[config.mk]
export PLATFORM = sky130hd
export DESIGN_NAME = call_stack_and_alu_ops
export DESIGN_NICKNAME = d
export VERILOG_FILES = /design/src/logic/exec_pkg.sv /design/src/logic/pc_step.sv /design/src/logic/stack3.sv /design/src/logic/call_stack_and_alu_ops.sv
export SDC_FILE = /design/constraint.sdc
export NUM_CORES = 1
export LEC_CHECK = 0
export BUFFER_PORTS_ARGS = -buffer_cell sky130_fd_sc_hd__buf_2
export CAP_MARGIN = 25
export CELL_PAD_IN_SITES_DETAIL_PLACEMENT = 1
export CELL_PAD_IN_SITES_GLOBAL_PLACEMENT = 1
export CORE_MARGIN = 10
export CORE_UTILIZATION = 45
export CTS_CLUSTER_DIAMETER = 150
export CTS_CLUSTER_SIZE = 12
export DETAILED_ROUTE_END_ITERATION = 16
export PLACE_DENSITY_LB_ADDON = 0.1
export SYNTH_ARGS = -nofsm -noshare
export SYNTH_HDL_FRONTEND = slang
export SYNTH_SLANG_ARGS = --single-unit
[constraint.sdc]
create_clock -name mclk -period 2.43 [get_ports mclk]
set_input_delay 0.486 -clock mclk [delete_from_list [all_inputs] [get_ports mclk]]
set_output_delay 0.486 -clock mclk [all_outputs]
set_load 0.01 [all_outputs]
[src/logic/exec_pkg.sv]
// package for the call stack and alu execution block
// assumes a single core clock; opcodes are decoded upstream into an op code
package exec_pkg;

   // =========================================================
   // widths
   localparam int PC_W   = 6;
   localparam int BANK_W = 3;
   localparam int DAT_W  = 4;
   localparam int FILE_W = 2;
   localparam int DEPTH  = 3;

   // =========================================================
   // reset values
   localparam logic [5:0] PC_RST   = 6'h00;
   localparam logic [2:0] BANK_RST = 3'h0;
   localparam logic [3:0] DAT_RST  = 4'h0;
   localparam logic       FLAG_RST = 1'b1;

   // =========================================================
   // arithmetic constants
   localparam logic [3:0] ONE_4   = 4'h1;
   localparam logic [3:0] MINUS_1 = 4'hF;
   localparam logic [3:0] MAX_4   = 4'hF;

   // =========================================================
   // operations
   typedef enum logic [3:0] {
      OP_NONE   = 4'h0,
      OP_CALL   = 4'h1,
      OP_EXIT   = 4'h2,
      OP_LDBANK = 4'h3,
      OP_ADDW   = 4'h4,
      OP_SUBW   = 4'h5,
      OP_INCW   = 4'h6,
      OP_DECW   = 4'h7,
      OP_INCA   = 4'h8,
      OP_INCY   = 4'h9,
      OP_DECA   = 4'hA,
      OP_DECY   = 4'hB,
      OP_XORW   = 4'hC,
      OP_TWOS_COMPLEMENT_ACC   = 4'hD,
      OP_LEW    = 4'hE,
      OP_LEI    = 4'hF
   } op_t;

   // nonzero test shares no code room; flagged by a separate strobe

   // 4-bit add giving carry in bit 4
   function automatic logic [4:0] add5(input logic [3:0] a, input logic [3:0] b);
      add5 = {1'b0, a} + {1'b0, b};
   endfunction : add5

endpackage : exec_pkg

[src/logic/pc_step.sv]
// next address of the program counter along the pseudo-random sequence
// assumes a 6-bit counter stepped as a linear feedback shift register
`timescale 1ns/100ps
module pc_step
   import exec_pkg::*;
(
   // current and next address
   input  wire logic [PC_W-1:0] cur,
   output wire logic [PC_W-1:0] nxt
);

   // shift left, feed back xnor of top two bits, so all-zero is legal
   wire logic fb;
   assign fb  = ~(cur[5] ^ cur[4]);
   assign nxt = {cur[4:0], fb};

endmodule : pc_step

[src/logic/stack3.sv]
// three level return stack: return address and bank side by side
// assumes push and pop are never asserted together
`timescale 1ns/100ps
module stack3
   import exec_pkg::*;
(
   // clock and reset
   input  wire logic              mclk,
   input  wire logic              sys_rst,
   // control
   input  wire logic              push,
   input  wire logic              pop,
   input  wire logic [PC_W-1:0]   pushAddr,
   input  wire logic [BANK_W-1:0] pushBank,
   // top level
   output wire logic [PC_W-1:0]   topAddr,
   output wire logic [BANK_W-1:0] topBank
);

   logic [PC_W-1:0]   addrLvl [DEPTH];
   logic [BANK_W-1:0] bankLvl [DEPTH];

   assign topAddr = addrLvl[0];
   assign topBank = bankLvl[0];

   always_ff @(posedge mclk) begin
      if (sys_rst) begin
         for (int i = 0; i < DEPTH; i++) begin
            addrLvl[i] <= PC_RST;
            bankLvl[i] <= BANK_RST;
         end
      end else if (push) begin
         // oldest level falls off the bottom
         addrLvl[0] <= pushAddr; // [RQ3]
         bankLvl[0] <= pushBank;
         for (int i = 1; i < DEPTH; i++) begin
            addrLvl[i] <= addrLvl[i-1];
            bankLvl[i] <= bankLvl[i-1];
         end
      end else if (pop) begin
         // bottom address level keeps its value on a pop
         for (int i = 0; i < DEPTH-1; i++) begin
            addrLvl[i] <= addrLvl[i+1]; // [RQ5]
            bankLvl[i] <= bankLvl[i+1];
         end
      end
   end

endmodule : stack3

[src/logic/call_stack_and_alu_ops.sv]
// execution of call, return, bank load and 4-bit alu operations
// assumes an upstream decoder presents one op per cycle with opValid;
// the RAM word at the file/word pointer is returned combinationally.
//
// Notes on behaviour
// [RQ1] flag 1: call jumps, bank takes buffer, pushes next address and bank
// [RQ2] flag 0: call steps on, buffer reloads from bank, flag forced to 1
// [RQ3] both stacks hold three levels; push discards level three
// [RQ4] call without prior buffer load stays in the current bank
// [RQ5] return pops address and bank into counter, bank, buffer; flag set
// [RQ6] bank buffer load stores three low bits of operand only
// [RQ7] counter steps along a pseudo-random sequence, also for return addresses
// [RQ8] add word: 4-bit sum to acc, flag is carry
// [RQ9] subtract: word minus acc to acc, flag set when no borrow
// [RQ10] increment word into acc, flag is carry
// [RQ11] decrement word into acc, flag set when word nonzero
// [RQ12] increment acc, flag forced to 1
// [RQ13] increment word pointer, flag set when it was 15
// [RQ14] decrement acc, flag cleared on borrow
// [RQ15] decrement word pointer, flag cleared on borrow
// [RQ16] xor word into acc, flag set
// [RQ17] negate acc, flag set when acc zero
// [RQ18] compare acc <= word, nothing but flag changes
// [RQ19] compare acc <= constant, acc unchanged
// [RQ20] word nonzero test sets flag only
// [RQ21] RAM word selected by file pointer 0..3 and word pointer
// [RQ22] results wrap modulo 16; carry only reaches the flag
`timescale 1ns/100ps
module call_stack_and_alu_ops
   import exec_pkg::*;
(
   // clock and reset
   input  wire logic              mclk,
   input  wire logic              sys_rst,
   // decoded instruction
   input  wire logic              opValid,
   input  wire op_t               opCode,
   input  wire logic              nonzeroTest,
   input  wire logic [PC_W-1:0]   operandAddr,
   input  wire logic [DAT_W-1:0]  operandConst,
   // RAM word access
   input  wire logic [DAT_W-1:0]  ramWord,
   output logic      [FILE_W-1:0] ramFile,
   output logic      [DAT_W-1:0]  ramIndex,
   // pointer preload from the data move path
   input  wire logic              filePtrLoad,
   input  wire logic [FILE_W-1:0] filePtrValue,
   // architectural state
   output logic      [PC_W-1:0]   program_counter,
   output logic      [BANK_W-1:0] current_rom_bank,
   output logic      [BANK_W-1:0] bank_buffer,
   output logic      [DAT_W-1:0]  acc,
   output logic                   condition_flag
);

   // =========================================================
   // stack and counter step
   logic [PC_W-1:0]   pcNext;
   logic [PC_W-1:0]   stackAddr;
   logic [BANK_W-1:0] stackBank;
   wire  logic        doCall;
   wire  logic        doExit;
   wire  logic        taken;

   pc_step u_step (
      .cur (program_counter),
      .nxt (pcNext)
   );

   assign taken  = condition_flag;
   assign doCall = opValid && !nonzeroTest && (opCode == OP_CALL) && taken;
   assign doExit = opValid && !nonzeroTest && (opCode == OP_EXIT);

   stack3 u_stack (
      .mclk     (mclk),
      .sys_rst  (sys_rst),
      .push     (doCall), // [RQ3]
      .pop      (doExit),
      .pushAddr (pcNext),
      .pushBank (current_rom_bank),
      .topAddr  (stackAddr),
      .topBank  (stackBank)
   );

   // =========================================================
   // alu
   wire logic [4:0] sumAdd;
   wire logic [4:0] sumSub;
   wire logic [4:0] sumIncW;
   wire logic [4:0] sumDecW;
   wire logic [4:0] sumIncA;
   wire logic [4:0] sumDecA;
   wire logic [4:0] sumIncY;
   wire logic [4:0] sumDecY;
   wire logic [4:0] sumLeI;
   wire logic [4:0] sumNeg;

   // subtraction by two's-complement addition, carry means no borrow
   assign sumAdd  = add5(ramWord, acc); // [RQ8]
   assign sumSub  = add5(ramWord, ~acc) + 5'h01; // [RQ9]
   assign sumIncW = add5(ramWord, ONE_4); // [RQ10]
   assign sumDecW = add5(ramWord, MINUS_1); // [RQ11]
   assign sumIncA = add5(acc, ONE_4); // [RQ12]
   assign sumDecA = add5(acc, MINUS_1); // [RQ14]
   assign sumIncY = add5(ramIndex, ONE_4); // [RQ13]
   assign sumDecY = add5(ramIndex, MINUS_1); // [RQ15]
   assign sumLeI  = add5(operandConst, ~acc) + 5'h01; // [RQ19]
   assign sumNeg  = add5(~acc, ONE_4); // [RQ17]

   // =========================================================
   // next-state selection
   logic [DAT_W-1:0]  next_acc;
   logic [DAT_W-1:0]  next_index;
   logic              next_flag;
   logic [PC_W-1:0]   next_pc;
   logic [BANK_W-1:0] next_bank;
   logic [BANK_W-1:0] next_buf;

   always_comb begin
      next_acc   = acc;
      next_index = ramIndex;
      next_flag  = condition_flag;
      next_pc    = pcNext; // [RQ7]
      next_bank  = current_rom_bank;
      next_buf   = bank_buffer;
      if (nonzeroTest) begin
         next_flag = (ramWord != DAT_RST); // [RQ20]
      end else begin
         case (opCode)
            OP_CALL: begin
               if (taken) begin
                  next_pc   = operandAddr; // [RQ1]
                  // equal buffer and bank keeps the call local
                  next_bank = bank_buffer; // [RQ4]
               end else begin
                  next_buf  = current_rom_bank; // [RQ2]
                  next_flag = 1'b1;
               end
            end
            OP_EXIT: begin
               next_pc   = stackAddr; // [RQ5]
               next_bank = stackBank;
               next_buf  = stackBank;
               next_flag = 1'b1;
            end
            OP_LDBANK: begin
               next_buf  = operandConst[BANK_W-1:0]; // [RQ6]
               next_flag = 1'b1;
            end
            OP_ADDW: begin
               next_acc  = sumAdd[3:0]; // [RQ22]
               next_flag = sumAdd[4];
            end
            OP_SUBW: begin
               next_acc  = sumSub[3:0];
               next_flag = sumSub[4];
            end
            OP_INCW: begin
               next_acc  = sumIncW[3:0];
               next_flag = sumIncW[4];
            end
            OP_DECW: begin
               next_acc  = sumDecW[3:0];
               next_flag = sumDecW[4];
            end
            OP_INCA: begin
               // carry is dropped on purpose
               next_acc  = sumIncA[3:0];
               next_flag = 1'b1;
            end
            OP_INCY: begin
               next_index = sumIncY[3:0];
               next_flag  = sumIncY[4];
            end
            OP_DECA: begin
               next_acc  = sumDecA[3:0];
               next_flag = sumDecA[4];
            end
            OP_DECY: begin
               next_index = sumDecY[3:0];
               next_flag  = sumDecY[4];
            end
            OP_XORW: begin
               next_acc  = ramWord ^ acc; // [RQ16]
               next_flag = 1'b1;
            end
            OP_TWOS_COMPLEMENT_ACC: begin
               next_acc  = sumNeg[3:0];
               next_flag = sumNeg[4];
            end
            OP_LEW: begin
               next_flag = sumSub[4]; // [RQ18]
            end
            OP_LEI: begin
               next_flag = sumLeI[4];
            end
            default: begin
               next_flag = condition_flag;
            end
         endcase
      end
   end

   // =========================================================
   // state registers
   always_ff @(posedge mclk) begin
      if (sys_rst) begin
         program_counter  <= PC_RST;
         current_rom_bank <= BANK_RST;
         bank_buffer      <= BANK_RST;
         acc              <= DAT_RST;
         ramIndex         <= DAT_RST;
         condition_flag   <= FLAG_RST;
      end else if (opValid) begin
         program_counter  <= next_pc;
         current_rom_bank <= next_bank;
         bank_buffer      <= next_buf;
         acc              <= next_acc;
         ramIndex         <= next_index;
         condition_flag   <= next_flag;
      end
   end

   // file pointer selects one of four RAM pages
   always_ff @(posedge mclk) begin
      if (sys_rst) begin
         ramFile <= 2'h0;
      end else if (filePtrLoad) begin
         ramFile <= filePtrValue; // [RQ21]
      end
   end

endmodule : call_stack_and_alu_ops

After elaboration in Yosys (flattened, before gate mapping)
Memories as Yosys holds them, arrays and structs flattened.
Index checks and enable logic that the tools add are counted.
Storage, ports and cells
  bits in registers: 23
  output and inout port bits: 23
  bits of input ports: 25
  memories: 2
  RAM bits: 27
  logic and storage cells: 98
Memory list
  u_stack.addrLvl: words 3, bits a word 6, read ports 3, clocked after memory_dff 0, wr ports 3, line stack3.sv:20  | logic [PC_W-1:0] addrLvl [DEPTH];
  u_stack.bankLvl: words 3, bits a word 3, read ports 3, clocked after memory_dff 0, wr ports 3, line stack3.sv:21  | logic [BANK_W-1:0] bankLvl [DEPTH];
Operators by class
  bitwise gates (word level): 15
  equal/unequal tests: 15
  add/sub/neg operators: 12
  reduce and logical (&&, ||, !) cells: 18
  multiplexer cells: 29
Operators with widths (count)
  6-bit two-way mux: 7
  4-bit == test (second input constant): 8
  4-bit case mux with 8 select lines: 1
  3-bit two-way mux: 6
  4-bit by 3-bit == test with 1-bit output (second input constant): 4
  4-bit by 1-bit adder with 5-bit output (second input constant): 3
  4-bit by 4-bit adder with 5-bit output: 3
  4-bit by 4-bit adder with 5-bit output (second input constant): 3
  6-bit case mux with 2 select lines: 1
  3-bit AND reduction: 4
  11-bit nonzero test: 1
  5-bit by 1-bit adder with 5-bit output (second input constant): 2
  1-bit two-way mux: 10
  1-bit bitwise OR: 10
  1-bit case mux with 10 select lines: 1
  3-bit case mux with 3 select lines: 1
  4-bit by 2-bit == test with 1-bit output (second input constant): 2
  4-bit case mux with 2 select lines: 1
  8-bit nonzero test: 1
  3-bit case mux with 2 select lines: 1
  5-bit OR reduction: 1
  4-bit by 1-bit adder with 4-bit output (second input constant): 1
  4-bit by 1-bit == test with 1-bit output (second input constant): 1
  1-bit logical AND: 4
  10 further kinds: 12

Logic depth before layout (Yosys ltp)
Gate-level depths: netlist of run 1.
  word-level depth: 9
  depth in mapped cells: 9
  gate-level depth less buffers: 8

By module
Synthesis of run 1 repeated with hierarchy kept, for this count alone.
Second synthesis, totals
  cells, all modules: 376
  area, all modules: 3492.1 um2
By module, submodules not included
  call_stack_and_alu_ops: area each 2205.9 um2, seq. area each 460.4 um2, cells each 277, times used 1
  stack3: area each 1232.4 um2, seq. area each 810.8 um2, cells each 92, times used 1
  pc_step: area each 53.8 um2, seq. area each 0.0 um2, cells each 7, times used 1

Worst setup path before layout of run 1
OpenSTA, ideal clock, no wires.
  path type: input -> register
  from: input port opCode[1]
  to: memory u_stack.addrLvl[0][0] (enable)
  stages on the path: 6
  required time: 2.090 ns
  path slack: 0.288 ns
  library setup time: 0.340 ns
  path buffers: 1
  arrival: 1.802 ns
  cell sequence: buf_4 > nor2_1 > and4_1 > nand2_1 > nand2b_1 > or2_2
RTL lines
  from (decl): line call_stack_and_alu_ops.sv:37  | input wire op_t opCode,
  to (decl): line stack3.sv:20

Final worst setup path of run 1
  from: register acc[1]
  to: register condition_flag
On the way
  word-level cells in the longest chain between the ends: 5
Ends and longest elaborated chain
  from (decl): line call_stack_and_alu_ops.sv:52  | output logic [DAT_W-1:0] acc,
  from (signal assigned): line call_stack_and_alu_ops.sv:218  | acc <= next_acc;
  4-bit inverter: line call_stack_and_alu_ops.sv:100, call_stack_and_alu_ops.sv:107, call_stack_and_alu_ops.sv:108
  4-bit by 4-bit adder with 5-bit output: line exec_pkg.sv:51  | add5 = {1'b0, a} + {1'b0, b};
  5-bit by 1-bit adder with 5-bit output, on equally long branches: line call_stack_and_alu_ops.sv:107, call_stack_and_alu_ops.sv:100
  1-bit case mux with 10 select lines *: line call_stack_and_alu_ops.sv:129  | case (opCode)
  1-bit two-way mux *: line call_stack_and_alu_ops.sv:126  | if (nonzeroTest) begin
  to (signal assigned): line call_stack_and_alu_ops.sv:220  | condition_flag <= next_flag;
  to (decl): line call_stack_and_alu_ops.sv:53  | output logic condition_flag
Every way passes the cells marked *; elsewhere a longest branch is shown, timed or not.
A chain may end at the register's enable or synchronous reset.

==> results.md, run 1 <==
- Final Util: 0.530
- Syn Nets: 385
- Clock Power Share: 0.280
- Initial Utilization: 0.466
- Vias in the first global route: 3103
- Largest net degree at the start of global routing: 25
- Placed cells: 487
- Finished Cell Area: just under 4000 sq um
- Post-synth EDFFs: 27
- Port bufs: 47
- Min-delay worst type: primary input to flip-flop
- CTS tree: yes
- Final Hold Vio Count: 0
- Core Area: 7290 sq um
- Max FO, Critical Path: 5
- Die Y: ~110 microns
- Via count: 2947
- Hold Buf Count CTS: 0
- Post-place setup slack: 132 ps
- # fillers: 882
- RePlAce Congestion: 0.882
- Router iterations before antenna repair: 4
- Period utilisation layout: 0.836
- Max Clk Rate: 0.492 GHz
- Antenna violations before repair: 0
- Cell Int Power: 1.27 mW
- GRT overflow: 0
- Cell Count, Final, Fillers Out: 495
- RSZ-0062 raised after global routing: false
- Detailed-route wire length per cell: roughly 20 microns
- Share of cells above drive strength 1: 0.237
- Remaining DRCs: 0
- Post-layout minimum cycle time: 2030 ps
- Post-route ant nets: 0
- Ys async rst share: 0
- H-tree levels: 2
- Yosys warning count: 0
- Setup Crit Path Kind: flip-flop to flip-flop
- Post-CTS setup buffers: 0
- Fin Hold WS: roughly 440 ps
- Max clock buf depth: 2
- Critical Path AT: 2240 ps
- Clock Tree Root: clkbuf_8
- Clock skew: about 9.9 ps
- Critical path launch point type: flip-flop
- Global-route usage over all layers: 0.173
- Critical Path Sink Type: flip-flop
- Post-synthesis sequential area ratio: 0.374
- Dpl hpwl: 7590 microns
- First-pass GRT wire length: 16100 microns
- Sequential Power Share: 0.520
- Setup violations, final: 0
- Clock Latency Late Sink: approximately 300 ps
- Max-slew violations: 0
- Register bit total from synthesis: 50
- DR vias/cell: between 5 and 6
- Final Power: 1.81 mW
- Inserted Clock Buffers: 5
- Worst-path clk slew: 100 ps
- N_diodes: 0
- # rows: 31
- DIE AREA: 11400 sq um
- Total Neg Setup Slack: 0 ps
- Post-CTS Resized: 0
- Post-synthesis cell count: 341
- Combinational Power Share: 0.200
- Setup WS post-layout: approximately 400 ps
- Initial DRC count: roughly 150
- Avg Cell Area, Syn: 9.97 sq um
- Maximum vdd drop: 0.000242 V
- P_sw: roughly 540 uW
- Synth cell types: 67
- Tightest Pin Transition: approximately 700 ps
- Status: finished, final reports clean
- Dominant synthesized flop cell: edfxtp_1
- Pwr dens: 469 nW/um^2
- Area after DPL: 3770 sq um
- # nets final: 439
- Sink Count: 50
- Worst path required time: 2640 ps
- Leak: 1.60 nW
- P&R area growth vs syn: 13.5%
- Max Cap Viol: 0
- Slew headroom: 0.546
- Sw Ratio: 0.298
- Number of top-level pins: 48
- Synthesized cell area: 3400 sq um
- Die X: 107 microns
- Final WL: 9950 microns
logic make-up after synthesis:
| kind of cell | Yosys count | synth area share |
|---|---|---|
| buf+inv | 36 | 0.0596 |
| simple gates | 103 | 0.181 |
| mux | 22 | 0.0662 |
| compound gates | 99 | 0.215 |
| fa+ha+maj | 19 | 0.0743 |
| xor+xnor | 12 | 0.0309 |
| flops | 50 | 0.374 |
layout by cell type (no fill, tap or decap), drive strengths merged, types with 3 or more instances in the layout:
cell type / n
a21oi: 19
dfxtp: 23
and2: 10
xor2: 3
nand4: 3
nor3: 3
nor3b: 3
ha: 17
and2b: 3
a211oi: 8
nand2b: 8
a222oi: 7
nor2: 31
inv: 15
o31ai: 3
a22o: 18
edfxtp: 27
mux2: 4
nor2b: 6
clkbuf: 5
xnor2: 9
o21a: 4
o211ai: 3
a31oi: 3
nand2: 18
mux2i: 18
buf: 68
nand3b: 3
o21ai: 17
registers in the layout, indices dropped and copies added, names as in the netlist:
name / cells
current_rom_bank: 3
acc: 4
ramFile: 2
u_stack.addrLvl: 18
program_counter: 6
condition_flag: 1
ramIndex: 4
bank_buffer: 3
u_stack.bankLvl: 9
cell type report:
type	count	area [sq um]	share of cell area
Inverter	15	56.3	0.0146
Clock inverter	3	21.3	0.00551
Clock buffer	5	68.8	0.0178
Tap cell	99	124	0.0321
Multi-Input combinational cell	255	1930	0.499
Sequential cell	50	1270	0.329
Timing Repair Buffer	68	393	0.102
routing by layer:
layer	wire (microns)	GRT usage
met3	528	0.0371
met1	4780	0.236
met5	0	0
met4	55	0.0280
met2	4590	0.277
Yosys cell counts, types with 9 or more instances:
master	number	area, sq um
a21oi_1	18	90.1
and2_1	9	56.3
xnor2_1	9	78.8
o21ai_0	16	80.1
dfxtp_1	23	460
mux2i_1	18	180
a22o_1	18	158
ha_1	17	213
inv_1	15	56.3
nand2_1	18	67.6
edfxtp_1	27	811
nor2_1	30	113
critical path, cell delays in order, from the launching register on:
cell and delay [ps]:
dfxtp_1 330, inv_1 210, ha_1 240, or3b_2 490, o32a_1 190, o2111ai_1 70
a211oi_1 80, o41ai_2 320
final timing paths:
path,from,to,slack (ps),cells after the start
max,acc[1],condition_flag,400,7
min reg2reg,program_counter[2],program_counter[3],520,2
max reg2reg,acc[1],condition_flag,400,7
min,filePtrValue[1],ramFile[1],440,3
power groups by stage:
stage / Combinational, mW / Sequential (mW) / Clock [mW]
2_1_floorplan: 0.233 / 0.960 / 0
3_3_place_gp: 0.353 / 0.961 / 0
3_5_place_dp: 0.359 / 0.962 / 0
4_1_cts: 0.361 / 0.943 / 0.524
5_1_grt: 0.398 / 0.948 / 0.553
6_report: 0.363 / 0.943 / 0.507
Note: power is estimated with default switching activity, not from simulation.
==> inputs of run 2 (changes only) <==
clock period = 2 ns   (was 2.43 ns; I/O delays follow)
==> run 2 against run 1 <==
Compared with the run above: clock skew decreased by 2.7 ps; core utilization increased by 2.1 points; sequential power increased by 22%; non-clock buffer count increased by 16; worst hold slack worse by 110 ps.
==> results.md, run 2 (same netlist as run 1, synthesis figures left out) <==
- CP Buf/Inv Count: 0 (was 1)
- Initial Utilization: 0.466 (unchanged)
- Max clock buf depth: 2 (unchanged)
- Commonest cells after routing, fill and taps aside: buf_2, buf_4, nor2_1, edfxtp_1, dfxtp_1 (was buf_2, nor2_1, edfxtp_1, dfxtp_1, buf_4)
- Final Util: 0.551 (was 0.530)
- Max Cap Viol: 0 (unchanged)
- CP top delay family: compound AO/OA/AOI/OAI gates (unchanged)
- Clock Latency Late Sink: 320 ps (was 300 ps)
- Max reg flops: 18 (unchanged)
- Clock Tree Root: clkbuf_8 (unchanged)
- Max-slew violations: 0 (unchanged)
- Sink Count: 50 (unchanged)
- Via count: 3025 (was 2947)
- Critical Path Sink Type: flip-flop (unchanged)
- Leak: 1.68 nW (was 1.60 nW)
- CTS tree: yes (unchanged)
- Setup violations, final: 0 (unchanged)
- Area after DPL: 3890 sq um (was 3770 sq um)
- Core Area: 7290 sq um (unchanged)
- Slew headroom: 0.542 (was 0.546)
- P&R area growth vs syn: 18.1% (was 13.5%)
- Worst path required time: 2210 ps (was 2640 ps)
- Most flops, register: u_stack.addrLvl (unchanged)
- Router iterations before antenna repair: 5 (was 4)
- Dpl hpwl: 7940 microns (was 7590 microns)
- Top Registers: u_stack.addrLvl x18, u_stack.bankLvl x9, program_counter x6 (unchanged)
- Setup slack, reg-to-reg: 60 ps (was 400 ps)
- Slowest stage delay, CP: 480 ps (was 490 ps)
- Post-route ant nets: 0 (unchanged)
- Status: finished, final reports clean (unchanged)
- Most common cell after layout, fill and taps aside: buf_2 (unchanged)
- Initial DRC count: 165 (was 147)
- Post-CTS setup buffers: 0 (unchanged)
- Detailed-route wire length per cell: 20.3 microns (was 20.1 microns)
- Remaining DRCs: 0 (unchanged)
- Antenna violations before repair: 0 (unchanged)
- Cell Count, Final, Fillers Out: 511 (was 495)
- Critical Path AT: 2150 ps (was 2240 ps)
- Setup Crit Path Kind: flip-flop to flip-flop (unchanged)
- H-tree levels: 2 (unchanged)
- Pwr dens: 587 nW/um^2 (was 469 nW/um^2)
- DR vias/cell: 5.92 (was 5.95)
- Critical path launch point type: flip-flop (unchanged)
- Post-layout minimum cycle time: 1940 ps (was 2030 ps)
- Inserted Clock Buffers: 5 (unchanged)
- Clock skew: 7.28 ps (was 9.93 ps)
- Max FO, Critical Path: 3 (was 5)
- Min-delay worst type: primary input to flip-flop (unchanged)
- Worst-path cell chain: ha_2 -> fa_1 -> nand2b_1 -> a21oi_2 -> o21ai_1 -> a222oi_1 -> o32ai_1 (was inv_1 -> ha_1 -> or3b_2 -> o32a_1 -> o2111ai_1 -> a211oi_1 -> o41ai_2)
- DIE AREA: 11400 sq um (unchanged)
- # nets final: 455 (was 439)
- Largest net degree at the start of global routing: 28 (was 25)
- Finished Cell Area: 4020 sq um (was 3860 sq um)
- Multi-input logic area: 1940 sq um (was 1930 sq um)
- Maximum vdd drop: 0.000335 V (was 0.000242 V)
- Period utilisation layout: 0.971 (was 0.836)
- Vias in the first global route: 3311 (was 3103)
- Number of top-level pins: 48 (unchanged)
- Max Clk Rate: 0.515 GHz (was 0.492 GHz)
- GRT overflow: 0 (unchanged)
- Crit-path slowest cell: fa_1 (was or3b_2)
- Share of cells above drive strength 1: 0.274 (was 0.237)
- Die X: 107 microns (unchanged)
- Tightest Pin Transition: 679 ps (was 681 ps)
- N_diodes: 0 (unchanged)
- FF/Latch Area: 1270 sq um (about the same)
- Final Hold Vio Count: 0 (unchanged)
- Die Y: 107 microns (unchanged)
- Placed cells: 503 (was 487)
- RePlAce Congestion: 0.875 (was 0.882)
- First-pass GRT wire length: 17200 microns (was 16100 microns)
- Global-route usage over all layers: 0.184 (was 0.173)
- Final WL: 10400 microns (was 9950 microns)
- Port bufs: 47 (unchanged)
- Worst-path clk slew: 110 ps (was 100 ps)
- # fillers: 898 (was 882)
- # rows: 31 (unchanged)
- Total Neg Setup Slack: 0 ps (unchanged)
-- run 2: cell types whose count changed in the layout (fill, tap and decap cells not counted), sizes merged --
cell,before,now
buf,68,84
clkinv,2,0
clkbuf,5,6
inv,15,16
-- run 2: through the flow --
step | hold WS, ps | power, mW | setup slack, ps
floorplan | 502 | 1.45 | 34.6
global placement | 473 | 1.62 | -113
detailed placement | 505 | 1.64 | -189
CTS | 351 | 2.37 | 2.57
global route | 361 | 2.45 | -32.0
finish | 335 | 2.36 | 57.1
-- run 2: worst reg2reg max path: cells and delay by family (launching register included) --
family | cells | cell delay (ps)
AO/OA/AOI/OAI | 4 | 710
adder cells (fa/ha/maj) | 2 | 680
flip-flops | 1 | 360
AND/OR/NAND/NOR | 1 | 80
-- run 2: where the power goes --
group	internal, mW	total [mW]	switching (mW)
Sequential	1.12	1.15	0.0313
Combinational	0.206	0.475	0.270
Clock	0.332	0.735	0.403
Total	1.65	2.36	0.704
-- run 2: cell type report --
cell class,count,share of cell area
Clock buffer,6,0.0234
Sequential cell,50,0.317
Clock inverter,2,0.00467
Tap cell,99,0.0309
Timing Repair Buffer,84,0.128
Inverter,15,0.0140
Multi-Input combinational cell,255,0.482
-- run 2: what timing repair did --
item                                   4_1_cts  5_1_grt
setup endpoints to repair                    1        2
hold buffers                                 0        0
gates resized for setup                      1        3
pin swaps                                    0        3
endpoints found under the hold margin        0        0
gates cloned                                 0        0
-- run 2: metal layers --
| metal | global-route usage | vias up | part of all wire |
|---|---|---|---|
| li1 | - | 1416 | - |
| met1 | 0.242 | 1479 | 0.45 |
| met2 | 0.296 | 111 | 0.47 |
| met3 | 0.0419 | 19 | 0.066 |
| met4 | 0.0513 | 0 | 0.019 |
| met5 | 0 | - | 0 |
-- run 2: final timing paths --
check | from | endpoint | cells past startpoint
setup / recovery | acc[0] | acc[1] | 7
hold / removal | filePtrValue[0] | ramFile[0] | 3
hold reg to reg | program_counter[1] | program_counter[2] | 2
setup reg to reg | acc[0] | acc[1] | 7
==> inputs of run 3 (changes only) <==
ABC_AREA = 1   (was unset)
CORE_UTILIZATION = 42   (was 45)
==> run 3 against run 2 <==
Compared with the run above: flip-flop and latch count stayed put; total power down 5.0%; cell area decreased by 3.0%; largest cell class unchanged; clock skew rose by 6.2 ps; clock power down 10%; worst setup slack better by 170 ps.
==> results.md, run 3 <==
- Cell with the most instances after synthesis: nand2_1 (was nor2_1)
- DR vias/cell: 5.21 (was 5.92)
- Register-to-Register Path Depth: 10 (was 7)
- HP Start: filePtrValue[1] (was filePtrValue[0])
- Tightest Pin Transition: 411 ps (was 679 ps)
- Synth cell count leaders: nand2_1, nor2_1, inv_1 (was nor2_1, edfxtp_1, dfxtp_1)
- P_sw: 707 uW (was 704 uW)
- Slowest stage delay, CP: 470 ps (was 480 ps)
- Clock skew: 13.5 ps (was 7.28 ps)
- CTS tree: yes (unchanged)
- Crit-path slowest cell: ha_1 (was fa_1)
- XOR/XNOR Fraction of Synth Area: 0.0184 (was 0.0309)
- Critical path launch point type: flip-flop (unchanged)
- Worst-path cell chain: inv_1 -> ha_1 -> inv_1 -> a21oi_1 -> nand2_1 -> xor2_1 -> nor2_1 -> nor2_1 -> nand2_1 -> a21oi_1 (was ha_2 -> fa_1 -> nand2b_1 -> a21oi_2 -> o21ai_1 -> a222oi_1 -> o32ai_1)
- Sw Ratio: 0.315 (was 0.299)
- Post-synthesis sequential area ratio: 0.381 (was 0.374)
- Max clock buf depth: 2 (unchanged)
- Max FO, Critical Path: 9 (was 3)
- RePlAce Congestion: 0.915 (was 0.875)
- Detailed-route wire length per cell: 16.8 microns (was 20.3 microns)
- RSZ-0062 raised after global routing: false
- Antenna violations before repair: 0 (unchanged)
- Max Clk Rate: 0.563 GHz (was 0.515 GHz)
- Post-synthesis simple-gate area fraction: 0.257 (was 0.181)
- Avg Cell Area, Syn: 7.20 sq um (was 9.97 sq um)
- Synthesized cell area: 3340 sq um (was 3400 sq um)
- CP top delay family: adder cells (was compound AO/OA/AOI/OAI gates)
- Post-synthesis cell count: 463 (was 341)
- Remaining DRCs: 0 (unchanged)
- Proportion of synthesized area in mux cells: 0 (was 0.0662)
- Initial DRC count: 125 (was 165)
- # fillers: 1020 (was 898)
- Router iterations before antenna repair: 4 (was 5)
- Via count: 3260 (was 3025)
- Max-slew violations: 0 (unchanged)
- Vias in the first global route: 3460 (was 3311)
- # rows: 32 (was 31)
- Grt peak-use layer: met2 (unchanged)
- Share of cells above drive strength 1: 0.191 (was 0.274)
- Min-delay worst type: primary input to flip-flop (unchanged)
- N_diodes: 0 (unchanged)
- DIE AREA: 11900 sq um (was 11400 sq um)
- P&R area growth vs syn: 16.7% (was 18.1%)
- Setup WS post-layout: 223 ps (was 57.1 ps)
- GRT overflow: 0 (unchanged)
- Final Power: 2.24 mW (was 2.36 mW)
- Total Neg Setup Slack: 0 ps (unchanged)
- Sequential Power Share: 0.509 (was 0.486)
- Synth Area in Adders: 0.0758 (was 0.0743)
- Period utilisation layout: 0.889 (was 0.971)
- H-tree levels: 2 (unchanged)
- Worst hold path endpoint: ramFile[1] (was ramFile[0])
- Dominant synthesized flop cell: edfxtp_1 (unchanged)
- Main combinational cell family by area after synthesis: simple AND/OR/NAND/NOR gates (was compound AO/OA/AOI/OAI gates)
- Max Cap Viol: 0 (unchanged)
- Register bit total from synthesis: 50 (unchanged)
- Yosys warning count: 0 (unchanged)
- Port bufs: 47 (unchanged)
- Post-synth EDFFs: 27 (unchanged)
- Critical Path AT: 1980 ps (was 2150 ps)
- Final Hold Vio Count: 0 (unchanged)
- Number of top-level pins: 48 (unchanged)
- Slew headroom: 0.725 (was 0.542)
- Pwr dens: 575 nW/um^2 (was 587 nW/um^2)
- Combinational Power Share: 0.196 (was 0.202)
- CP Buf/Inv Count: 2 (was 0)
- Worst reg2reg path endpoint: acc[3] (was acc[1])
- Die Y: 109 microns (was 107 microns)
- Cell Int Power: 1.53 mW (was 1.65 mW)
- M3 GR Usage: 0.0401 (was 0.0419)
- Inserted Clock Buffers: 5 (unchanged)
- Worst-path clk slew: 110 ps (about the same)
- Setup violations, final: 0 (unchanged)
- Sink Count: 50 (unchanged)
- Syn Nets: 507 (was 385)
- Max reg flops: 18 (unchanged)
- R2R Path Start: acc[2] (was acc[0])
- Synth top area share: 0.243 (was 0.238)
- Maximum vdd drop: 0.000280 V (was 0.000335 V)
- Compound-gate portion of the synthesized area: 0.166 (was 0.214)
- GR Util met1: 0.237 (was 0.242)
- First-pass GRT wire length: 17300 microns (was 17200 microns)
- Clock Latency Late Sink: 320 ps (about the same)
- Setup slack, reg-to-reg: 220 ps (was 60 ps)
- Top Registers: u_stack.addrLvl x18, u_stack.bankLvl x9, program_counter x6 (unchanged)
- Leak: 1.80 nW (was 1.68 nW)
- Most common cell after layout, fill and taps aside: nand2_1 (was buf_2)
- Critical Path Sink Type: flip-flop (unchanged)
- Hold Buf Count CTS: 0 (unchanged)
- Clock Tree Root: clkbuf_8 (unchanged)
- Ys async rst share: 0 (unchanged)
- # nets final: 567 (was 455)
- Final WL: 10500 microns (was 10400 microns)
- Post-route ant nets: 0 (unchanged)
- Fin Hold WS: 308 ps (was 335 ps)
- Largest net degree at the start of global routing: 20 (was 28)
- Die X: 109 microns (was 107 microns)
- Global-route usage over all layers: 0.182 (was 0.184)
- M2 GR Usage: 0.298 (was 0.296)
- Setup Crit Path Kind: flip-flop to flip-flop (unchanged)
- Status: finished, final reports clean (unchanged)
- Post-layout minimum cycle time: 1780 ps (was 1940 ps)
- Core Area: 7730 sq um (was 7290 sq um)
- Most flops, register: u_stack.addrLvl (unchanged)
- Worst path required time: 2210 ps (about the same)
- Initial Utilization: 0.432 (was 0.466)
- Dominant cell type by area after synthesis: edfxtp_1 (unchanged)
- Dpl hpwl: 8250 microns (was 7940 microns)
- Synth cell types: 34 (was 67)
- Commonest cells after routing, fill and taps aside: nand2_1, nor2_1, inv_1, buf_2, a21oi_1 (was buf_2, buf_4, nor2_1, edfxtp_1, dfxtp_1)
- Clock Power Share: 0.295 (was 0.312)
- Post-place setup slack: 26.3 ps (was -189 ps)
- WHS Path Cells: 3 (unchanged)
- Area contributors post-synth: edfxtp_1, dfxtp_1, nand2_1, nor2_1, inv_1 (was edfxtp_1, dfxtp_1, ha_1, mux2i_1, a22o_1)
-- run 3: cell types whose count changed after synthesis, moves of 9 or more --
cell / delta
mux2i_1: -18
inv_2: +9
o22ai_1: +23
nand3_1: +24
a21oi_1: +14
a22o_1: -18
inv_1: +52
nand2_1: +70
nor2_1: +39
and2_1: -9
-- run 3: kinds of logic after synthesis --
kind of cell	after synthesis
adder cells (fa/ha/maj)	19
buffers and inverters	88
flip-flops	50
AO/OA/AOI/OAI	98
AND/OR/NAND/NOR	201
XOR/XNOR	7
-- run 3: stage by stage --
step	cells	util	instance area, sq um
after detailed placement	618	0.491	3790
final	626	0.504	3890
after global routing	626	0.504	3890
after floorplan	463	-	3340
after CTS	626	0.504	3890
after global placement	618	0.491	3790
-- run 3: layer usage --
metal / vias up / share of wire
li1: 1645 / -
met5: - / 0
met3: 13 / 0.042
met1: 1549 / 0.48
met2: 53 / 0.47
met4: 0 / 0.014
-- run 3: repair_timing --
action                     CTS  global route
setup endpoints to repair    0             1
resized for setup            0             1
setup buffers                0             0
-- run 3: worst max path at each step --
stage                    start             end  slack [ps]  depth (start not counted)
global placement    ramWord[0]          acc[2]         120                         11
finish                  acc[2]          acc[3]         220                         10
global route            acc[2]          acc[3]         0.7                         10
detailed placement  ramWord[0]          acc[2]          30                         11
CTS                     acc[0]  condition_flag         180                         10
floorplan               acc[2]          acc[3]          10                         12
-- run 3: final cells by class --
cell class | count | area, sq um | share of cell area
clock buffer | 5 | 68.8 | 0.0177
clock inverter | 3 | 28.8 | 0.00739
inverter | 76 | 285 | 0.0733
multi-input combinational | 325 | 1730 | 0.444
sequential | 50 | 1270 | 0.327
tap | 102 | 128 | 0.0328
timing repair buffer | 65 | 383 | 0.0983
-- run 3: worst min-delay path, stage by stage --
cell and delay [ps]:
buf_2 80, nor2_1 40, nor2_1 80
-- run 3: power groups by stage --
| stage | sequential, mW | clock [mW] | combinational (mW) |
|---|---|---|---|
| 3_3_place_gp | 1.16 | 0 | 0.426 |
| 3_5_place_dp | 1.16 | 0 | 0.436 |
| 5_1_grt | 1.14 | 0.718 | 0.499 |
| 4_1_cts | 1.14 | 0.689 | 0.440 |
| 6_report | 1.14 | 0.661 | 0.439 |
| 2_1_floorplan | 1.17 | 0 | 0.258 |
